<file path="config.mk">
export PLATFORM = sky130hd
export DESIGN_NAME = adc_conversion_timing_sequencer
export DESIGN_NICKNAME = d
export VERILOG_FILES = /design/src/adc_seq_pkg.sv /design/src/adc_clk_div.sv /design/src/adc_conversion_timing_sequencer.sv
export SDC_FILE = /design/constraint.sdc
export NUM_CORES = 1
export LEC_CHECK = 0
export BUFFER_PORTS_ARGS = -buffer_cell sky130_fd_sc_hd__buf_4
export CORE_MARGIN = 2
export CORE_UTILIZATION = 30
export DETAILED_ROUTE_END_ITERATION = 8
export GPL_TIMING_DRIVEN = 0
export HOLD_SLACK_MARGIN = 0.06
export PLACE_DENSITY = 0.48
export REMOVE_ABC_BUFFERS = 1
export SLEW_MARGIN = 40
export SYNTH_ARGS = -nofsm -noshare
export SYNTH_HDL_FRONTEND = slang
export SYNTH_SLANG_ARGS = --single-unit
</file>
<file path="constraint.sdc">
create_clock -name sys_clk -period 3 [get_ports sys_clk]
set_input_delay 0.15 -clock sys_clk [delete_from_list [all_inputs] [get_ports sys_clk]]
set_output_delay 0.15 -clock sys_clk [all_outputs]
set_load 0.05 [all_outputs]
</file>
<file path="src/adc_seq_pkg.sv">
/*
 * Shared constants for the conversion timing sequencer: timing figures,
 * derived cycle counts, field widths and the phase enumeration.
 * Assumes a single 125 MHz system clock.
 */
package adc_seq_pkg;

    // ********************************
    // Clock and timing figures
    // ********************************
    localparam int SYS_CLK_MHZ = 125;
    localparam int SYS_PERIOD_PS = 8000;
    localparam int ADC_MIN_PERIOD_PS = 33300;  // Shortest converter clock period
    localparam int TOTAL_MIN_NS = 500;         // Shortest whole conversion
    localparam int SOC_DELAY_SYS = 2;          // Trigger to sample window
    localparam int EOC_LOAD_SYS = 2;           // End of conversion to result load
    localparam int IRQ_DELAY_SYS = 2;          // Flag to interrupt request
    localparam int SH_MIN_ADC = 2;
    localparam int SH_MAX_ADC = 32;
    localparam int CONV_ADC = 10;

    // Least divide ratio that keeps the converter clock period >= 33.3 ns
    localparam int ADC_DIV_MIN = (ADC_MIN_PERIOD_PS + SYS_PERIOD_PS - 1) / SYS_PERIOD_PS;
    // Least total cycles for 500 ns, rounded up
    localparam int TOTAL_MIN_SYS = (TOTAL_MIN_NS * 1000 + SYS_PERIOD_PS - 1) / SYS_PERIOD_PS;

    // ********************************
    // Field widths and resets
    // ********************************
    localparam int DIV_W = 4;
    localparam int ACQ_W = 5;
    localparam int RES_W = 10;
    localparam int CNT_W = 8;
    localparam logic [DIV_W-1:0] DIV_MIN_V = DIV_W'(ADC_DIV_MIN);
    localparam logic [ACQ_W-1:0] ACQ_RESET = 5'h01;
    localparam logic [CNT_W-1:0] SOC_DLY_V = CNT_W'(SOC_DELAY_SYS);
    localparam logic [CNT_W-1:0] EOC_DLY_V = CNT_W'(EOC_LOAD_SYS);
    localparam logic [CNT_W-1:0] IRQ_DLY_V = CNT_W'(IRQ_DELAY_SYS);
    localparam logic [CNT_W-1:0] SH_MIN_V = CNT_W'(SH_MIN_ADC);
    localparam logic [CNT_W-1:0] SH_MAX_V = CNT_W'(SH_MAX_ADC);
    localparam logic [CNT_W-1:0] CONV_V = CNT_W'(CONV_ADC);
    localparam logic [CNT_W-1:0] TOTAL_V = CNT_W'(TOTAL_MIN_SYS);

    // ********************************
    // Sequencer phases
    // ********************************
    typedef enum logic [5:0] {
        PH_IDLE = 6'h01,
        PH_SOC  = 6'h02,
        PH_SH   = 6'h04,
        PH_CONV = 6'h08,
        PH_EOC  = 6'h10,
        PH_PAD  = 6'h20
    } phase_t;

endpackage

</file>
<file path="src/adc_clk_div.sv">
/*
 * Converter clock divider: emits a one-cycle enable every div_ratio system
 * clocks, never faster than the least legal ratio.
 * Assumes div_ratio is held stable while run is high.
 */
`timescale 1ns/1ps
module adc_clk_div
    import adc_seq_pkg::*;
(
    // Clock and reset
    input wire logic sys_clk,
    input wire logic arst_n,
    // Control
    input wire logic run,
    input wire logic [DIV_W-1:0] div_ratio,
    // Enable out
    output logic tick
);

    logic [DIV_W-1:0] cnt_reg;
    logic [DIV_W-1:0] ratio_eff;

    // Clamp keeps the converter period at or above its floor
    assign ratio_eff = (div_ratio < DIV_MIN_V) ? DIV_MIN_V : div_ratio;

    // Counter restarts with each run so phases align to the trigger
    always_ff @(posedge sys_clk or negedge arst_n) begin
        if (!arst_n) begin
            cnt_reg <= '0;
            tick <= 1'b0;
        end else if (!run) begin
            cnt_reg <= '0;
            tick <= 1'b0;
        end else if (cnt_reg == ratio_eff - 4'h1) begin
            cnt_reg <= '0;
            tick <= 1'b1;
        end else begin
            cnt_reg <= cnt_reg + 4'h1;
            tick <= 1'b0;
        end
    end

    logic [DIV_W-1:0] gap_reg;
    always_ff @(posedge sys_clk or negedge arst_n) begin
        if (!arst_n) begin
            gap_reg <= '0;
        end else if (tick) begin
            gap_reg <= 4'h1;
        end else if (gap_reg != 4'hF) begin
            gap_reg <= gap_reg + 4'h1;
        end
    end

    AST_TICK_SPACING: assert property (@(posedge sys_clk) disable iff (!arst_n)
        (tick && gap_reg != '0) |-> gap_reg >= DIV_MIN_V)
        else $error("converter enable faster than allowed");

endmodule

</file>
<file path="src/adc_conversion_timing_sequencer.sv">
/*
 * Single-conversion timing sequencer: trigger delay, sample/hold window,
 * successive-approximation phase, result load, sticky completion flag and
 * delayed interrupt request.
 * Assumes the analog stage answers on data_in after end of conversion, before the result load, and that
 * control inputs are synchronous to sys_clk.
 */
`timescale 1ns/1ps
module adc_conversion_timing_sequencer
    import adc_seq_pkg::*;
(
    // Clock and reset
    input wire logic sys_clk,
    input wire logic arst_n,
    // Control (converter_control_one fields)
    input wire logic soc_trigger,
    input wire logic [ACQ_W-1:0] acquisition_prescale_field,
    input wire logic [DIV_W-1:0] adc_clk_ratio,
    input wire logic irq_enable,
    input wire logic flag_clear,
    // Analog stage
    input wire logic [RES_W-1:0] data_in,
    output logic sample_hold,
    output logic converting,
    output logic eoc,
    // Results
    output logic [RES_W-1:0] result_reg,
    output logic done_flag,
    output logic conversion_done_irq,
    output logic busy
);

    // ********************************
    // State and counters
    // ********************************
    phase_t phase_reg;
    phase_t phase_next;
    logic [CNT_W-1:0] cnt_reg;
    logic [CNT_W-1:0] total_reg;
    logic [CNT_W-1:0] sh_len;
    logic [CNT_W-1:0] irq_cnt_reg;
    logic tick;
    logic run;
    logic load;

    // Divider starts on the edge that opens the window; a late start adds a cycle to it
    assign run = (phase_next == PH_SH) || (phase_next == PH_CONV);

    // Converter clock enable
    adc_clk_div u_div (
        .sys_clk(sys_clk),
        .arst_n(arst_n),
        .run(run),
        .div_ratio(adc_clk_ratio),
        .tick(tick)
    );

    // Field value plus one, held inside the legal window range
    always_comb begin
        sh_len = CNT_W'(acquisition_prescale_field) + 8'h01;
        if (sh_len < SH_MIN_V) begin
            sh_len = SH_MIN_V;
        end
        if (sh_len > SH_MAX_V) begin
            sh_len = SH_MAX_V;
        end
    end

    // ********************************
    // Phase sequencing
    // ********************************
    always_comb begin
        phase_next = phase_reg;
        unique case (phase_reg)
            PH_IDLE: if (soc_trigger) phase_next = PH_SOC;
            PH_SOC: if (cnt_reg == SOC_DLY_V - 8'h01) phase_next = PH_SH;
            PH_SH: if (tick && cnt_reg == sh_len - 8'h01) phase_next = PH_CONV;
            PH_CONV: if (tick && cnt_reg == CONV_V - 8'h01) phase_next = PH_EOC;
            PH_EOC: if (cnt_reg == EOC_DLY_V - 8'h01) phase_next = PH_PAD;
            PH_PAD: if (total_reg >= TOTAL_V) phase_next = PH_IDLE;
            default: phase_next = PH_IDLE;
        endcase
    end

    // Load waits at end of padding so the whole sequence meets its floor
    assign load = (phase_reg == PH_PAD) && (phase_next == PH_IDLE);

    always_ff @(posedge sys_clk or negedge arst_n) begin
        if (!arst_n) begin
            phase_reg <= PH_IDLE;
        end else begin
            phase_reg <= phase_next;
        end
    end

    // Phase counter: system clocks in fixed delays, converter ticks otherwise
    always_ff @(posedge sys_clk or negedge arst_n) begin
        if (!arst_n) begin
            cnt_reg <= '0;
        end else if (phase_next != phase_reg) begin
            cnt_reg <= '0;
        end else if (phase_reg == PH_SOC || phase_reg == PH_EOC || tick) begin
            cnt_reg <= cnt_reg + 8'h01;
        end
    end

    // Total cycles since trigger, saturating
    always_ff @(posedge sys_clk or negedge arst_n) begin
        if (!arst_n) begin
            total_reg <= '0;
        end else if (phase_reg == PH_IDLE) begin
            total_reg <= '0;
        end else if (total_reg != 8'hFF) begin
            total_reg <= total_reg + 8'h01;
        end
    end

    // ********************************
    // Outputs to analog stage, plus busy
    // ********************************
    always_ff @(posedge sys_clk or negedge arst_n) begin
        if (!arst_n) begin
            sample_hold <= 1'b0;
            converting <= 1'b0;
            eoc <= 1'b0;
            busy <= 1'b0;
        end else begin
            sample_hold <= (phase_next == PH_SH);
            converting <= (phase_next == PH_CONV);
            eoc <= (phase_reg == PH_CONV) && (phase_next == PH_EOC);
            busy <= (phase_next != PH_IDLE);
        end
    end

    // Result register; data sampled at load, well after end of conversion
    always_ff @(posedge sys_clk or negedge arst_n) begin
        if (!arst_n) begin
            result_reg <= '0;
        end else if (load) begin
            result_reg <= data_in;
        end
    end

    // Sticky flag; a load in the clearing cycle wins
    always_ff @(posedge sys_clk or negedge arst_n) begin
        if (!arst_n) begin
            done_flag <= 1'b0;
        end else if (load) begin
            done_flag <= 1'b1;
        end else if (flag_clear) begin
            done_flag <= 1'b0;
        end
    end

    // Request follows flag after fixed delay, gated by enable; a clear drops both together
    always_ff @(posedge sys_clk or negedge arst_n) begin
        if (!arst_n) begin
            irq_cnt_reg <= '0;
            conversion_done_irq <= 1'b0;
        end else if (!done_flag || load || flag_clear) begin
            irq_cnt_reg <= '0;
            conversion_done_irq <= 1'b0;
        end else begin
            if (irq_cnt_reg != IRQ_DLY_V - 8'h01) begin
                irq_cnt_reg <= irq_cnt_reg + 8'h01;
            end
            conversion_done_irq <= irq_enable && (irq_cnt_reg == IRQ_DLY_V - 8'h01);
        end
    end

    // ********************************
    // Checks
    // ********************************
    logic [CNT_W-1:0] sh_ticks_reg;
    logic [CNT_W-1:0] cv_ticks_reg;
    logic [CNT_W-1:0] busy_cyc_reg;

    // Window ticks, counted off the strobe itself rather than the phase counter
    always_ff @(posedge sys_clk or negedge arst_n) begin
        if (!arst_n) begin
            sh_ticks_reg <= '0;
        end else if (!sample_hold) begin
            sh_ticks_reg <= '0;
        end else if (tick && sh_ticks_reg != 8'hFF) begin
            sh_ticks_reg <= sh_ticks_reg + 8'h01;
        end
    end

    // Conversion ticks, counted off the converting strobe
    always_ff @(posedge sys_clk or negedge arst_n) begin
        if (!arst_n) begin
            cv_ticks_reg <= '0;
        end else if (!converting) begin
            cv_ticks_reg <= '0;
        end else if (tick && cv_ticks_reg != 8'hFF) begin
            cv_ticks_reg <= cv_ticks_reg + 8'h01;
        end
    end

    // Busy cycles, saturating; saturation still clears the whole-sequence floor
    always_ff @(posedge sys_clk or negedge arst_n) begin
        if (!arst_n) begin
            busy_cyc_reg <= '0;
        end else if (!busy) begin
            busy_cyc_reg <= '0;
        end else if (busy_cyc_reg != 8'hFF) begin
            busy_cyc_reg <= busy_cyc_reg + 8'h01;
        end
    end

    AST_SOC_DELAY: assert property (@(posedge sys_clk) disable iff (!arst_n)
        (phase_reg == PH_IDLE && soc_trigger) |=> !sample_hold [*2])
        else $error("sample window opened too early");

    AST_SH_RANGE: assert property (@(posedge sys_clk) disable iff (!arst_n)
        $fell(sample_hold) |-> (sh_ticks_reg >= SH_MIN_V && sh_ticks_reg <= SH_MAX_V))
        else $error("sample window length out of range");

    AST_SH_FIELD: assert property (@(posedge sys_clk) disable iff (!arst_n)
        ($fell(sample_hold) && acquisition_prescale_field == 5'h07) |-> sh_ticks_reg == 8'h08)
        else $error("window length does not follow field");

    AST_CONV_LEN: assert property (@(posedge sys_clk) disable iff (!arst_n)
        $fell(converting) |-> cv_ticks_reg >= CONV_V)
        else $error("conversion phase too short");

    AST_EOC_LOAD: assert property (@(posedge sys_clk) disable iff (!arst_n)
        eoc |-> !load [*2])
        else $error("result loaded too soon");

    AST_TOTAL: assert property (@(posedge sys_clk) disable iff (!arst_n)
        $fell(busy) |-> busy_cyc_reg >= TOTAL_V)
        else $error("conversion shorter than minimum");

    AST_IRQ_DELAY: assert property (@(posedge sys_clk) disable iff (!arst_n)
        ($rose(done_flag) && irq_enable) ##1 (done_flag && irq_enable && !load && !flag_clear)
        |=> conversion_done_irq)
        else $error("interrupt not raised two cycles after flag");

    AST_FLAG_STICKY: assert property (@(posedge sys_clk) disable iff (!arst_n)
        (done_flag && !flag_clear) |=> done_flag)
        else $error("flag dropped without clear");

    AST_IRQ_GATE: assert property (@(posedge sys_clk) disable iff (!arst_n)
        conversion_done_irq |-> $past(irq_enable) && done_flag)
        else $error("interrupt without enable or flag");

    COV_FULL: cover property (@(posedge sys_clk) disable iff (!arst_n) $rose(done_flag));
    COV_IRQ: cover property (@(posedge sys_clk) disable iff (!arst_n) $rose(conversion_done_irq));
    COV_CLEAR_SET: cover property (@(posedge sys_clk) disable iff (!arst_n) load && flag_clear);

endmodule

</file>
# Word level (Yosys, flattened, before mapping)
# Cells that the tools add are included.
[classes]
muxes = 23
add_sub_neg = 7
magnitude_cmp = 4
n_eq_ne = 19
n_reduce_logical = 15
[op_table]
columns = ["operator", "count"]
rows = [
  ["2-to-1 mux 6 bit", 8],
  ["2-to-1 mux 8 bit", 6],
  ["case mux 6 bit (6 select lines)", 1],
  ["adder 8 x 1 -> 8 bit (second input constant)", 3],
  ["== test 8 x 1 -> 1 bit (second input constant)", 2],
  ["== test 6 x 1 -> 1 bit (second input constant)", 2],
  ["== test 6 x 3 -> 1 bit (second input constant)", 2],
  ["== test 6 x 4 -> 1 bit (second input constant)", 2],
  ["== test 6 x 5 -> 1 bit (second input constant)", 2],
  ["2-to-1 mux 4 bit", 3],
  ["== test 8 x 4 -> 1 bit (second input constant)", 1],
  ["== test 8 bit", 1],
  [">= comparator 8 x 6 -> 1 bit (second input constant)", 1],
  ["greater-than comparator 8 x 6 -> 1 bit (second input constant)", 1],
  ["!= test 8 x 1 -> 1 bit (second input constant)", 1],
  ["!= test 8 bit (second input constant)", 1],
  ["nonzero test 2 bit", 4],
  ["subtractor 8 x 1 -> 8 bit (second input constant)", 1],
  ["adder 5 x 1 -> 6 bit (second input constant)", 1],
  ["== test 6 x 2 -> 1 bit (second input constant)", 1],
  ["== test 6 bit (second input constant)", 1],
  ["< comparator 6 x 2 -> 1 bit (second input constant)", 1],
  ["!= test 6 x 1 -> 1 bit (second input constant)", 1],
  ["!= test 6 bit", 1],
  ["other kinds (8)", 20],
]
[totals]
output_inout_bits = 16
register_bits = 51

# Longest topological paths before layout
[depth]
word_depth = 15
mapped_depth = 12

# Modules after synthesis
# Synthesis repeated with hierarchy kept, for this count alone.
[hier_totals]
hier_cells = 303
area_unflattened_um2 = 2962.8
[modules_own_cells]
columns = ["mod", "seq_area_each_um2", "cells_per_inst", "area_per_inst_um2", "instances"]
rows = [
  ["adc_conversion_timing_sequencer", 1152.4, 269, 2611.3, 1],
  ["adc_clk_div", 125.1, 34, 351.6, 1],
]

# Worst setup path before layout
# Ideal clock, no wire load.
[synth_timing]
path_type = "input-to-reg"
startpoint = "input acquisition_prescale_field[0]"
endpoint = "register cnt_reg[0]"
setup_ns = 0.145
arrival_time_ns = 2.499
stages = 12
t_required_ns = 2.855
path_slack_ns = 0.357
n_path_buf = 1
cell_sequence = "ha_1 > buf_2 > and3_1 > o21a_1 > a21o_1 > ha_1 > xnor2_1 > nor2_1 > a211oi_1 > nand4_1 > nor4_2 > nor3_1"
[synth_between]
elab_chain_cells = 12
word_cells_on_any_way = 13
[synth_rtl]
columns = ["item", "line", "text"]
rows = [
  ["from (decl)", "adc_conversion_timing_sequencer.sv:17", "input wire logic [ACQ_W-1:0] acquisition_prescale_field,"],
  ["adder 5 x 1 -> 6 bit *", "adc_conversion_timing_sequencer.sv:60", "sh_len = CNT_W'(acquisition_prescale_field) + 8'h01;"],
  ["< comparator 6 x 2 -> 1 bit", "adc_conversion_timing_sequencer.sv:61", "if (sh_len < SH_MIN_V) begin"],
  ["2-to-1 mux 6 bit *", "adc_conversion_timing_sequencer.sv:61", ""],
  ["greater-than comparator 8 x 6 -> 1 bit", "adc_conversion_timing_sequencer.sv:64", "if (sh_len > SH_MAX_V) begin"],
  ["2-to-1 mux 6 bit *", "adc_conversion_timing_sequencer.sv:64", ""],
  ["subtractor 8 x 1 -> 8 bit *", "adc_conversion_timing_sequencer.sv:77", "PH_SH: if (tick && cnt_reg == sh_len - 8'h01) phase_next = PH_CONV;"],
  ["== test 8 bit *", "adc_conversion_timing_sequencer.sv:77", ""],
  ["logical AND 1 bit *", "adc_conversion_timing_sequencer.sv:77", ""],
  ["2-to-1 mux 6 bit *", "adc_conversion_timing_sequencer.sv:77", ""],
  ["case mux 6 bit (6 select lines) *", "adc_conversion_timing_sequencer.sv:74", "unique case (phase_reg)"],
  ["!= test 6 bit *", "adc_conversion_timing_sequencer.sv:100", "end else if (phase_next != phase_reg) begin"],
  ["2-to-1 mux 8 bit / nonzero test 2 bit (equally long branches)", "--", ""],
  ["to (signal assigned)", "adc_conversion_timing_sequencer.sv:103", "cnt_reg <= cnt_reg + 8'h01;"],
  ["to (decl)", "adc_conversion_timing_sequencer.sv:38", "logic [CNT_W-1:0] cnt_reg;"],
]
# Mark *: on every way between the ends. The rest lies on a longest branch, timed or not.
# A chain may end at the register's enable or synchronous reset.

# Worst setup path after layout
[layout_timing]
startpoint = "input acquisition_prescale_field[0]"
endpoint = "register cnt_reg[1]"
# The elaborated chain is that of the path after synthesis.

==> flow_metrics.env <==
export IMPL_slew_headroom_pct=54.5
export IMPL_stdcell_area_um2=3650
export IMPL_clock_latency_ps=320
export IMPL_drv_slew=0
export IMPL_synth_top_cell_by_area="dfrtp_1"
export IMPL_tightest_slew_ps=677
export IMPL_cts_reportedPaths_clkPinSlew_ps=100
export IMPL_dpl_cell_area_um2=3410
export IMPL_worstPathMaxFanout=11
export IMPL_synth_warnings=0
export IMPL_final_cell_mix="nand2_1 (50), dfrtp_1 (50), buf_4 (39)"
export IMPL_max_cap_viol_count=0
export IMPL_synthArstFlopShare_pct=100
export IMPL_min_period_over_period_pct=89.0
export IMPL_io_buffers=39
export IMPL_ys_seq_elements=51
export IMPL_clock_path_buffers=2
export IMPL_dieArea_um2=10800
export IMPL_grtUsageTotal_pct=12.7
export IMPL_cts_tree="yes"
export IMPL_grt_pass1_wl_mm=11.7
export IMPL_cp_cell_sequence="buf_4 > ha_1 > and3_1 > o21a_1 > a21o_1 > ha_1 > xnor2_1 > mux2i_1 > a211oi_1 > nand4_1 > nor4_4 > nor3_1"
export IMPL_routed_wl_mm=6.62
export IMPL_grt_max_degree=52
export IMPL_vdd_ir_drop_max_mv=0.171
export IMPL_ant_nets=0
export IMPL_hpwl_mm=4.73
export IMPL_routedWlPerCell_um=12.9
export IMPL_gp_congestion=0.802
export IMPL_drt_iter0_drc=114
export IMPL_dr_pass1_iters=4
export IMPL_cellPowerDensity_nw_per_um2=516
export IMPL_final_cells=513
export IMPL_htree_levels=2
export IMPL_largest_register_ffs=10
export IMPL_initial_core_util_pct=30.8
export IMPL_synth_area_per_cell_um2=9.09
export IMPL_clkSinkCount=51
export IMPL_required_ps=3180
export IMPL_power_leakage_nw=1.61
export IMPL_dp_cells=492
export IMPL_synth_edf_count=0
export IMPL_synthFlopType="dfrtp_1"
export IMPL_diodes=0
export IMPL_grt_pass1_vias=2503
export IMPL_nets=412
export IMPL_core_area_um2=9770
export IMPL_num_vias=2529
export IMPL_finalHoldViolCount=0
export IMPL_overflow=0
export IMPL_crit_top_cell="ha_1"
export IMPL_ios=40
export IMPL_root_buffer="clkbuf_8"
export IMPL_setup_viol=0
export IMPL_rsz0062_at_grt="false"
export IMPL_ys_types=60
export IMPL_synth_area_um2=3010
export IMPL_cp_slowest_cell="nor4_4"
export IMPL_avgViaCountPerCell=4.93
export IMPL_seq_area_frac_synth_pct=42.5
export IMPL_die_x_um=104
export IMPL_finClkSkew_ps=10.5
export IMPL_max_stage_delay_ps=430
export IMPL_synth_top_area_share_pct=41.6
export IMPL_antenna_found_initial=0
export IMPL_layout_min_cycle_time_ps=2670
export IMPL_n_fill_cell=993
export IMPL_power_mw=1.89
export IMPL_synth_top_cells_by_area="dfrtp_1 (42%), nand2_1 (6.2%), xor2_1 (5.5%), ha_1 (3.7%), nor2_1 (3.6%)"
export IMPL_status="completed"
export IMPL_fmax_ghz=0.374
export IMPL_rows=36
export IMPL_post_route_drc_count=0
export IMPL_area_growth_pct=21.5
export IMPL_drive_above_1_share_pct=17.4
export IMPL_cp_arrival_ps=2860
export IMPL_path_class="input port to register"
export IMPL_start_kind="input port"
export IMPL_cts_buffers=5
export IMPL_hold_class="input port to register"
export IMPL_synthCells=331
export IMPL_endpoint_kind="register"
export IMPL_dieHeight_um=104
## kinds of logic (layout without fill, tap and decap cells)
family          after synthesis  count (layout)  share of synthesized area (%)
simple gates                155             155                           26.3
compound gates               60              60                           14.5
flops                        51              51                           42.5
xor+xnor                     29              29                           8.44
buf+inv                      24              73                           3.45
fa+ha+maj                     9               9                           3.74
mux                           3               3                           1.04
## path summary, 6_finish.rpt
| check | slack, ps | start | cells past startpoint | to |
|---|---|---|---|---|
| max in group asynchronous | 2160 | arst_n | 2 | phase_reg[1] |
| worst max register to register | 460 | total_reg[0] | 7 | cnt_reg[1] |
| worst min-delay path | 160 | soc_trigger | 3 | phase_reg[1] |
| worst max-delay path | 330 | acquisition_prescale_field[0] | 12 | cnt_reg[1] |
| worst min register to register | 490 | result_reg[4] | 2 | result_reg[4] |
| min in group asynchronous | 380 | arst_n | 2 | irq_cnt_reg[5] |
## layout make-up
| type | count | area [um2] | area share [%] |
|---|---|---|---|
| Sequential cell | 51 | 1280 | 35.0 |
| Clock inverter | 2 | 16.3 | 0.445 |
| Multi-Input combinational cell | 256 | 1640 | 44.9 |
| Timing Repair Buffer | 52 | 423 | 11.6 |
| Inverter | 13 | 48.8 | 1.34 |
| Tap cell | 133 | 166 | 4.55 |
| Clock buffer | 6 | 82.6 | 2.26 |
## timing repair
action | 4_1_cts | 5_1_grt
gates resized for setup | 0 | 1
hold endpoints to repair | 62 | 0
setup endpoints to repair | 0 | 7
buffers inserted | 0 | 0
hold buffers | 13 | 0
## power breakdown
group	internal (mW)	leakage [nW]	switching (mW)	total, mW
clock network	0.189	0.0474	0.247	0.436
registers	0.759	0.649	0.0826	0.842
logic	0.246	0.910	0.361	0.607
## synthesized netlist by cell type (2+ instances only)
| library cell | number |
|---|---|
| inv_1 | 13 |
| nor4_1 | 2 |
| o22ai_1 | 4 |
| o21ai_1 | 2 |
| nand3_1 | 19 |
| buf_2 | 5 |
| nor3b_1 | 3 |
| o211ai_1 | 2 |
| nand2_1 | 50 |
| nand2b_1 | 6 |
| nor4_2 | 3 |
| a41oi_1 | 2 |
| xnor2_1 | 10 |
| mux2i_1 | 2 |
| o21a_1 | 3 |
| xor2_1 | 19 |
| nor2_1 | 29 |
| and3_1 | 6 |
| and3b_1 | 2 |
| a31oi_1 | 6 |
| dfrtp_1 | 50 |
| a21oi_1 | 10 |
| ha_1 | 9 |
| o41ai_1 | 2 |
| nand4_1 | 4 |
| a21o_1 | 2 |
| a211oi_1 | 3 |
| o21ai_0 | 9 |
| nor2b_1 | 5 |
| nor3_1 | 15 |
| clkbuf_1 | 4 |
| or3_1 | 2 |
## critical path, delay by kind of cell
family	cells	cell delay [ps]
AND/OR/NAND/NOR	4	1060
adder cells (fa/ha/maj)	2	580
AO/OA/AOI/OAI	3	550
XOR/XNOR	1	240
buffers and inverters	1	140
multiplexers	1	120
## routing by layer
| metal | global-route usage (%) | vias to the layer above | wire [um] |
|---|---|---|---|
| met1 | 16.7 | 1219 | 3090 |
| met3 | 2.51 | 7 | 198 |
| li1 | - | 1262 | - |
| met5 | 0 | - | 0 |
| met4 | 3.67 | 0 | 61 |
| met2 | 21.3 | 41 | 3270 |
## metrics by stage
step / hold slack, ps / setup TNS, ps / util (%) / worst slack [ps]
after global placement: 235 / -1700 / 34.9 / -251
final: 163 / 0 / 37.4 / 329
after detailed placement: 233 / -1920 / 34.9 / -298
after CTS: 160 / 0 / 37.3 / 37.1
after floorplan: -146 / 0 / - / 391
after global routing: 172 / 0 / 37.4 / 1.89
(Power assumes the default switching activity.)
